--- src/mft_defs.vh ---
/*
  Constants for the multifunction timer channel: register map, mode codes,
  control bit positions and reset values.
  Assumes inclusion by bare name from the timer design file.
*/
`ifndef MFT_DEFS_VH
`define MFT_DEFS_VH

// Register indices on the plain register port
`define REG_COUNTER    3'h0
`define REG_RELOAD     3'h1
`define REG_CONTROL    3'h2
`define REG_STATUS     3'h3
`define ADDR_W         3

// Mode field codes
`define MODE_TIMER     2'h0
`define MODE_EVENT     2'h1
`define MODE_ONESHOT   2'h2
`define MODE_PWM       2'h3

// Control register bit positions
`define CTL_START      0
`define CTL_MODE_LO    1
`define CTL_MODE_HI    2
`define CTL_FREERUN    3
`define CTL_UP         4
`define CTL_TRIG       5

// Status register bit positions
`define STS_IRQ        0
`define STS_OUT        1
`define STS_RUN        2

// Values
`define ALL_ONES       16'hffff
`define ALL_ZEROS      16'h0000
`define CTL_RESET      6'h00

`endif

--- src/multifunction_timer_unit.v ---
/*
  Multifunction timer channel: timer, event counter, one-shot and pulse-width
  modulation modes with a 16-bit counter and reload register.
  Assumes a single 200 MHz clock, an asynchronous active-low reset, a plain
  register port with read data one cycle after the read strobe, and an
  external count pulse pin that is asynchronous to the clock.
*/
// Design decisions made here: strobed register access and the address map.
// Contract
// - In timer mode a counter read returns the live count, and all ones when it meets the reload instant.
// - In event mode a read at the reload instant returns all ones after underflow and all zeros after overflow.
// - A counter write while halted is what a read returns until counting starts.
// - In one-shot mode clearing start while the output is high stops, reloads, drives the output low and raises the request.
// - The request bit is set when one-shot mode is entered after reset or from timer or event mode.
// - The request bit is set when PWM mode is entered after reset or from timer or event mode.
// - In PWM mode clearing start stops the counter and, if the output is high, drives it low and sets the request.
// - In PWM mode clearing start while the output is low leaves it low and does not set the request.
`timescale 1ns/1ps
`include "mft_defs.vh"

module multifunction_timer_unit #(
  parameter CNT_W = 16
) (
  input  wire               mclk_in,
  input  wire               rst_n_in,
  input  wire [`ADDR_W-1:0] addr_in,
  input  wire [CNT_W-1:0]   wdata_in,
  input  wire               wr_in,
  input  wire               rd_in,
  input  wire               event_pin_in,
  output reg  [CNT_W-1:0]   rdata_out,
  output reg                timer_output_pin_out,
  output reg                interrupt_request_bit_out
);

  // Counter and its reload value, both software visible
  reg [CNT_W-1:0] multifunction_counter_register;
  reg [CNT_W-1:0] reload;

  // Control fields as last written; start is also cleared by a one-shot end
  reg             start;
  reg [1:0]       mode;
  reg             freerun;
  reg             count_up;
  reg             trig;

  // Remembers whether control was ever written, for the entry request
  reg             mode_touched;

  // Output phase and the one-cycle reload marker behind the wrap readback
  reg             pwm_phase;
  reg             reload_now;
  reg             reload_ovf;

  // Two-flop synchroniser, then an edge detector on the second stage only
  // Its idle level matches the pin's, so reset leaves no false edge
  reg ev_s1;
  reg ev_s2;
  reg ev_d;
  wire ev_edge = ev_s2 & ~ev_d;

  // Decoded accesses and events
  wire wr_cnt  = wr_in && (addr_in == `REG_COUNTER);
  wire wr_rel  = wr_in && (addr_in == `REG_RELOAD);
  wire wr_ctl  = wr_in && (addr_in == `REG_CONTROL);
  wire wr_sts  = wr_in && (addr_in == `REG_STATUS);
  wire [1:0] new_mode  = wdata_in[`CTL_MODE_HI:`CTL_MODE_LO];
  wire       new_start = wdata_in[`CTL_START];
  wire       stop_req  = wr_ctl && start && !new_start;
  wire       cnt_zero  = (multifunction_counter_register == `ALL_ZEROS);
  wire       cnt_full  = (multifunction_counter_register == `ALL_ONES);
  wire       is_event  = (mode == `MODE_EVENT);
  wire       tick      = is_event ? ev_edge : 1'b1;
  wire       up_dir    = is_event && count_up;
  // Wrap point: all zeros counting down, all ones counting up
  wire       wrap      = up_dir ? cnt_full : cnt_zero;
  wire       one_shot_live = (mode == `MODE_ONESHOT) && start && timer_output_pin_out;

  // Spurious request when entering one-shot or PWM from reset, timer or event
  // Software must clear it before relying on the request
  wire enter_irq = wr_ctl && new_mode[1] && (!mode_touched || !mode[1]);
  // Stop in one-shot or in PWM while the output is high
  wire stop_irq  = stop_req && ((one_shot_live) ||
                                ((mode == `MODE_PWM) && timer_output_pin_out));
  // Wrap of a running count
  wire wrap_irq  = start && tick && wrap && !stop_req && !wr_cnt;

  // Synchroniser for the external count pulse
  // Only the second stage feeds logic; the first may still be settling
  always @(posedge mclk_in or negedge rst_n_in) begin
    if (!rst_n_in) begin
      ev_s1 <= 1'b0;
      ev_s2 <= 1'b0;
      ev_d  <= 1'b0;
    end else begin
      ev_s1 <= event_pin_in;
      ev_s2 <= ev_s1;
      ev_d  <= ev_s2;
    end
  end

  // Control and reload registers
  // Mode and options change only on a full control write; trig is stored, not used
  always @(posedge mclk_in or negedge rst_n_in) begin
    if (!rst_n_in) begin
      reload       <= `ALL_ZEROS;
      start        <= 1'b0;
      mode         <= `MODE_TIMER;
      freerun      <= 1'b0;
      count_up     <= 1'b0;
      trig         <= 1'b0;
      mode_touched <= 1'b0;
    end else begin
      if (wr_rel)
        reload <= wdata_in;
      if (wr_ctl) begin
        start        <= new_start;
        mode         <= new_mode;
        freerun      <= wdata_in[`CTL_FREERUN];
        count_up     <= wdata_in[`CTL_UP];
        trig         <= wdata_in[`CTL_TRIG];
        mode_touched <= 1'b1;
      end else if (start && tick && wrap && (mode == `MODE_ONESHOT)) begin
        start <= 1'b0;  // One-shot ends itself at the wrap
      end
    end
  end

  // Counter, output pin and reload-instant marker
  // A stop outranks a same-cycle counter write, so clearing start always takes effect
  always @(posedge mclk_in or negedge rst_n_in) begin
    if (!rst_n_in) begin
      multifunction_counter_register <= `ALL_ZEROS;
      timer_output_pin_out           <= 1'b0;
      pwm_phase                      <= 1'b0;
      reload_now                     <= 1'b0;
      reload_ovf                     <= 1'b0;
    end else begin
      reload_now <= 1'b0;
      if (stop_req) begin
        if (mode == `MODE_ONESHOT && one_shot_live)
          multifunction_counter_register <= reload;
        if (mode[1])
          timer_output_pin_out <= 1'b0;
        pwm_phase <= 1'b0;
      end else if (wr_cnt) begin
        // A halted write is what the next read returns
        multifunction_counter_register <= wdata_in;
      end else if (wr_ctl && new_start && !start && mode[1] == 1'b1 && new_mode[1]) begin
        // Start of a one-shot or PWM run loads the reload value only if the halted mode was already one-shot or PWM
        multifunction_counter_register <= reload;
        timer_output_pin_out           <= 1'b1;  // Output rises as the pulse starts
        pwm_phase                      <= 1'b1;
      end else if (start && tick) begin
        if (!wrap) begin
          // Live count between reloads
          if (up_dir)
            multifunction_counter_register <= multifunction_counter_register + 16'h0001;
          else
            multifunction_counter_register <= multifunction_counter_register - 16'h0001;
        end else begin
          // Mark the reload instant for one cycle of wrap readback
          reload_now <= 1'b1;
          reload_ovf <= up_dir;
          if (is_event && freerun)
            multifunction_counter_register <= up_dir ? `ALL_ZEROS : `ALL_ONES;
          else
            multifunction_counter_register <= reload;
          if (mode == `MODE_ONESHOT)
            timer_output_pin_out <= 1'b0;
          else if (mode == `MODE_PWM) begin
            // Alternate high and low periods from the same reload
            pwm_phase            <= ~pwm_phase;
            timer_output_pin_out <= ~pwm_phase;
          end
        end
      end
    end
  end

  // Request bit; a hardware set wins over a software clear
  // Only writing zero clears it, so writing back a read of ones is harmless
  always @(posedge mclk_in or negedge rst_n_in) begin
    if (!rst_n_in)
      interrupt_request_bit_out <= 1'b0;
    else if (enter_irq || stop_irq || wrap_irq)
      interrupt_request_bit_out <= 1'b1;
    else if (wr_sts && !wdata_in[`STS_IRQ])
      interrupt_request_bit_out <= 1'b0;
  end

  // Read port; a read at the reload instant sees the wrap value, not the reload
  // Limitation: after a one-shot end the marker is ignored, as start is already low
  // Unmapped indices and idle cycles read as zero
  always @(posedge mclk_in or negedge rst_n_in) begin
    if (!rst_n_in)
      rdata_out <= `ALL_ZEROS;
    else if (rd_in) begin
      case (addr_in)
        `REG_COUNTER:
          if (reload_now && start)
            rdata_out <= (is_event && reload_ovf) ? `ALL_ZEROS : `ALL_ONES;
          else
            rdata_out <= multifunction_counter_register;
        `REG_RELOAD:
          rdata_out <= reload;
        `REG_CONTROL:
          rdata_out <= {10'h000, trig, count_up, freerun, mode, start};
        `REG_STATUS:
          rdata_out <= {13'h0000, start, timer_output_pin_out, interrupt_request_bit_out};
        default:
          rdata_out <= `ALL_ZEROS;
      endcase
    end else
      rdata_out <= `ALL_ZEROS;
  end

endmodule

--- config.mk ---
export PLATFORM = sky130hd
export DESIGN_NAME = multifunction_timer_unit
export DESIGN_NICKNAME = d
export VERILOG_FILES = /design/src/multifunction_timer_unit.v
export VERILOG_INCLUDE_DIRS = /design/src /design/src/src
export SDC_FILE = /design/constraint.sdc
export NUM_CORES = 1
export LEC_CHECK = 0
export BUFFER_PORTS_ARGS = -buffer_cell sky130_fd_sc_hd__buf_2
export CAP_MARGIN = 20
export CORE_MARGIN = 4
export CORE_UTILIZATION = 54
export DETAILED_ROUTE_END_ITERATION = 16
export GPL_ROUTABILITY_DRIVEN = 1
export PLACE_DENSITY = 0.77
export SYNTH_ARGS = -nofsm -noshare
export SYNTH_HDL_FRONTEND = slang
export SYNTH_SLANG_ARGS = --single-unit
--- constraint.sdc ---
create_clock -name mclk_in -period 3 [get_ports mclk_in]
set_clock_uncertainty 0.15 [all_clocks]
set_input_delay 0.45 -clock mclk_in [delete_from_list [all_inputs] [get_ports mclk_in]]
set_output_delay 0.45 -clock mclk_in [all_outputs]
set_load 0.05 [all_outputs]
==> impl_results.html <==
<table>
<tr><th>Metric</th><th>Value</th></tr>
<tr><th colspan="2">Critical path</th></tr>
<tr><td>Required arrival time at the worst endpoint</td><td>approximately 3.1 ns</td></tr>
<tr><td>Delay contributed by the slowest stage of the critical path</td><td>about 0.42 ns</td></tr>
<tr><td>Slowest-stage cell, CP</td><td>dfrtp_1</td></tr>
<tr><td>Crit start category</td><td>register</td></tr>
<tr><td>Buffers and inverters on the worst path</td><td>2</td></tr>
<tr><td>CP cell instances</td><td>nand3b_1 -&gt; buf_4 -&gt; inv_1 -&gt; fa_1 -&gt; nor2b_1 -&gt; o211a_1 -&gt; o21a_1 -&gt; nor2_1 -&gt; o311ai_1 -&gt; xnor2_1 -&gt; a31oi_1</td></tr>
<tr><td>Cells on worst reg2reg path</td><td>11</td></tr>
<tr><td>Setup slack, reg-to-reg</td><td>0.13 ns</td></tr>
<tr><td>Kind of critical path</td><td>reg2reg</td></tr>
<tr><td>CP Data Arrival Time</td><td>2.94 ns</td></tr>
<tr><td>Cell family with the largest share of critical-path delay</td><td>compound AO/OA/AOI/OAI gates</td></tr>
<tr><td>R2R Path Start</td><td>count_up</td></tr>
<tr><td>Maximum fanout along the worst path</td><td>18</td></tr>
<tr><td>Capturing point of the worst reg2reg path</td><td>multifunction_counter_register[14]</td></tr>
<tr><td>Nature of the critical path endpoint</td><td>register</td></tr>
<tr><th colspan="2">STA</th></tr>
<tr><td>Setup repair after global routing missed its margin</td><td>no</td></tr>
<tr><td>Count of endpoints failing hold in the final timing report</td><td>0</td></tr>
<tr><td>Min cycle time layout</td><td>2.87 ns</td></tr>
<tr><td>Setup slack after layout</td><td>0.128 ns</td></tr>
<tr><td># setup viols final</td><td>0</td></tr>
<tr><td>Final max-slew violation count</td><td>0</td></tr>
<tr><td>Transition at the pin with the smallest max-transition slack</td><td>0.896 ns</td></tr>
<tr><td>Timing-limited maximum frequency</td><td>~0.35 GHz</td></tr>
<tr><td>Crit share post-route</td><td>95.7%</td></tr>
<tr><td>TNS Setup</td><td>0 ns</td></tr>
<tr><td>Max-slew headroom at the worst pin</td><td>40.3%</td></tr>
<tr><th colspan="2">Route</th></tr>
<tr><td>Number of remaining DRC errors</td><td>0</td></tr>
<tr><td>DR vias/cell</td><td>6.54</td></tr>
<tr><td>Count of nets left with antenna violations after detail routing</td><td>0</td></tr>
<tr><td>Number of search-and-repair iterations in the first detailed-routing pass</td><td>5</td></tr>
<tr><td>WL final</td><td>between 10,000 and 15,000 um</td></tr>
<tr><td>First DRT Iteration DRCs</td><td>approximately 340</td></tr>
<tr><td>Count of vias placed by the detailed router</td><td>3,844</td></tr>
<tr><td>Per-cell routed wire length</td><td>19.5 um</td></tr>
<tr><th colspan="2">Pwr</th></tr>
<tr><td>Power per cell area</td><td>861 nW/um^2</td></tr>
<tr><td>IR Drop Worst-Case VDD</td><td>0.417 mV</td></tr>
<tr><td>Leakage power summed over all cells</td><td>1.97 nW</td></tr>
<tr><th colspan="2">Outcome</th></tr>
<tr><td>Outcome</td><td>completed</td></tr>
<tr><th colspan="2">GRT</th></tr>
<tr><td>GRT Total Usage</td><td>27.9%</td></tr>
<tr><td>Pin count of the biggest net entering global routing</td><td>42</td></tr>
<tr><td>Gr ovfl total</td><td>0</td></tr>
<tr><td>Wire length of the first global-routing pass</td><td>18,800 um</td></tr>
<tr><td>Met3 Track Usage GR</td><td>6.92%</td></tr>
<tr><td>Via count of the first global-routing pass</td><td>3,607</td></tr>
<tr><td>Gr busiest metal</td><td>met2</td></tr>
<tr><td>Global routing met2 resource utilization</td><td>41.5%</td></tr>
<tr><td>Antenna violations before repair</td><td>0</td></tr>
<tr><td>Global-route track usage on met1</td><td>38.6%</td></tr>
<tr><th colspan="2">Finish</th></tr>
<tr><td>Highest-count cells in the layout ignoring fill and taps</td><td>dfrtp_1 (63), nand2_1 (50), a21oi_1 (49)</td></tr>
<tr><td>Diodes inserted</td><td>0</td></tr>
<tr><td>Most common cell after layout, fill and taps aside</td><td>dfrtp_1</td></tr>
<tr><td>Post-layout nets</td><td>526</td></tr>
<tr><td>Area growth, synth to finish</td><td>14.6%</td></tr>
<tr><td>Fraction of final layout cells sized beyond drive strength 1</td><td>a little over a fifth</td></tr>
<tr><td>Cell area after layout</td><td>4530 sq um</td></tr>
<tr><th colspan="2">Floorplanning</th></tr>
<tr><td>IO Pins</td><td>42</td></tr>
<tr><td>Placeable Area</td><td>6940 sq um</td></tr>
<tr><td>Number of rows in the core area</td><td>30</td></tr>
<tr><td>Die ar.</td><td>slightly below 9000 sq um</td></tr>
<tr><td>Initial standard-cell utilization of the core</td><td>56.9%</td></tr>
<tr><td>DIE WIDTH</td><td>~94 um</td></tr>
<tr><td>Chip Height</td><td>93.5 um</td></tr>
<tr><th colspan="2">Synthesis</th></tr>
<tr><td>Share of flip-flops with an asynchronous set or reset after synthesis</td><td>100%</td></tr>
<tr><td>Summed instance area of the synthesized netlist</td><td>3950 sq um</td></tr>
<tr><td>Multiplexer fraction of the synthesized cell area</td><td>6.43%</td></tr>
<tr><td>Sequential fraction of the synthesis area</td><td>about two fifths</td></tr>
<tr><td>Simple-gate share of the synthesized area</td><td>16.5%</td></tr>
<tr><td>Syn. warnings</td><td>0</td></tr>
<tr><td>Unique masters post-synth</td><td>60</td></tr>
<tr><td>Post-Synthesis Mean Instance Area</td><td>8.99 sq um</td></tr>
<tr><td>Synth Register Bits</td><td>between 60 and 70</td></tr>
<tr><td>Gate count after technology mapping</td><td>439</td></tr>
<tr><td>Synthesized-area fraction occupied by adder cells</td><td>4.94%</td></tr>
<tr><td>Number of nets in the synthesized netlist</td><td>478</td></tr>
<tr><td>Top FF cell, synth</td><td>dfrtp_1</td></tr>
<tr><td>Dominant combinational cell family by area after synthesis</td><td>compound AO/OA/AOI/OAI gates</td></tr>
<tr><td>Synthesized-area fraction occupied by ao, oa, aoi and oai cells</td><td>~25%</td></tr>
<tr><td>Number of flops mapped to enable cells by yosys</td><td>0</td></tr>
<tr><td>Xor/xnor cell area share of the yosys netlist</td><td>3.55%</td></tr>
<tr><th colspan="2">Clock tree</th></tr>
<tr><td>Hold-fix buffer count after cts</td><td>0</td></tr>
<tr><td>Clock tree from TritonCTS</td><td>built</td></tr>
<tr><td>Total of cells resized after clock tree synthesis</td><td>0</td></tr>
<tr><td>Clock transition at the registers of the reported paths</td><td>0.07 ns</td></tr>
<tr><td># Post-CTS Setup Buffers</td><td>0</td></tr>
<tr><td>Worst-skew pair later-pin latency</td><td>0.36 ns</td></tr>
<tr><td>TritonCTS buffer count</td><td>9</td></tr>
<tr><td>Root Buffer</td><td>clkbuf_8</td></tr>
<tr><td>Max Root-Sink Buffers</td><td>2</td></tr>
<tr><td>Level count of the clock H-tree</td><td>3</td></tr>
<tr><td>Sink Count</td><td>between 60 and 70</td></tr>
<tr><th colspan="2">Place</th></tr>
<tr><td>Quantity of I/O buffers inserted on ports</td><td>~40</td></tr>
<tr><td>Area post-placement</td><td>approximately 4300 sq um</td></tr>
<tr><td>Total half-perimeter wirelength after legalization and detailed placement</td><td>around 8400 um</td></tr>
<tr><td>Setup Slack @ Placement</td><td>approximately 0.067 ns</td></tr>
<tr><td>GP Congestion</td><td>0.953</td></tr>
<tr><th colspan="2">Job</th></tr>
<tr><td>Count of max-cap constraint violations</td><td>0</td></tr>
<tr><th colspan="2">Min path</th></tr>
<tr><td>Hold-critical path depth</td><td>1</td></tr>
<tr><td>Hold crit path type</td><td>in2reg</td></tr>
<tr><td>Launch point of the worst hold path</td><td>event_pin_in</td></tr>
<tr><td>Terminating pin of the worst hold path</td><td>ev_s1</td></tr>
</table>
## layer usage
metal / part of all wire, % / vias up / wire length [um]
met3: 9.7 / 46 / 1110
met1: 43 / 1814 / 4950
li1: - / 1742 / -
met5: 0 / - / 0
met2: 44 / 242 / 5050
met4: 3.1 / 0 / 355
## sequential cells by signal, indices dropped and copies added, names as in the netlist, 2 cells and up
name and flops:
multifunction_counter_register 16, rdata_out 16, reload 16, mode 2
## logic make-up after synthesis
logic type / count (synthesis)
multiplexers: 23
AO/OA/AOI/OAI: 157
adder cells (fa/ha/maj): 15
flip-flops: 63
XOR/XNOR: 16
AND/OR/NAND/NOR: 133
buffers and inverters: 32
## worst register-to-register path: cells and delay by family (launching register included)
family,cells,cell delay (ns)
AO/OA/AOI/OAI,4,0.85
XOR/XNOR,1,0.20
adder cells (fa/ha/maj),1,0.41
buffers and inverters,2,0.36
flip-flops,1,0.42
AND/OR/NAND/NOR,3,0.34
## power breakdown
part | switching [mW] | internal, mW | leakage [nW] | total (mW)
Combinational | 1.01 | 0.812 | 1.10 | 1.82
Clock | 0.343 | 0.406 | 0.0936 | 0.749
Sequential | 0.281 | 1.04 | 0.771 | 1.32
## Yosys cell counts (all sizes together), types with 4 or more instances
cell	n	area share, %
nand2	50	4.8
nor2b	6	0.95
nand2b	8	1.3
nor2	28	2.7
clkbuf	16	1.5
a211oi	4	0.76
mux2i	4	1.0
o211ai	5	0.95
nand4	6	0.95
o21ai	37	4.8
nor3	4	0.51
nand3	5	0.63
mux2	19	5.4
ha	14	4.4
dfrtp	63	40
a21o	5	0.95
a22oi	9	1.7
xnor2	13	2.9
and2	5	0.79
inv	7	0.67
a21oi	50	6.3
a221oi	7	1.6
a31oi	13	2.1
buf	9	1.3
## stage by stage
| step | hold WS, ns | util [%] | total power [mW] | instances |
|---|---|---|---|---|
| after floorplan | 0.00441 | - | 2.60 | 439 |
| after global placement | 0.192 | 62.4 | 3.08 | 572 |
| after detailed placement | 0.186 | 62.4 | 3.10 | 572 |
| after CTS | 0.0380 | 65.2 | 3.85 | 588 |
| after global routing | 0.0367 | 65.2 | 4.16 | 588 |
| final | 0.0432 | 65.2 | 3.90 | 588 |
## worst max-delay path by stage
| stage | to | from | cells past startpoint | slack, ns |
|---|---|---|---|---|
| finish | multifunction_counter_register[14] | count_up | 11 | 0.13 |
| global route | multifunction_counter_register[14] | count_up | 11 | 0.001 |
| detailed placement | multifunction_counter_register[14] | count_up | 11 | 0.07 |
| CTS | multifunction_counter_register[14] | count_up | 11 | 0.03 |
| floorplan | multifunction_counter_register[13] | mode[1] | 10 | -0.04 |
| global placement | multifunction_counter_register[14] | count_up | 11 | 0.06 |
## cell type report
cell class / count / area [sq um]
Fill cell: 588 / 2420
Multi-Input combinational cell: 344 / 2250
Sequential cell: 63 / 1580
Timing Repair Buffer: 62 / 363
Clock buffer: 13 / 149
Tap cell: 96 / 120
Clock inverter: 3 / 42.5
Inverter: 7 / 26.3
Power figures use the tool's default switching activity.
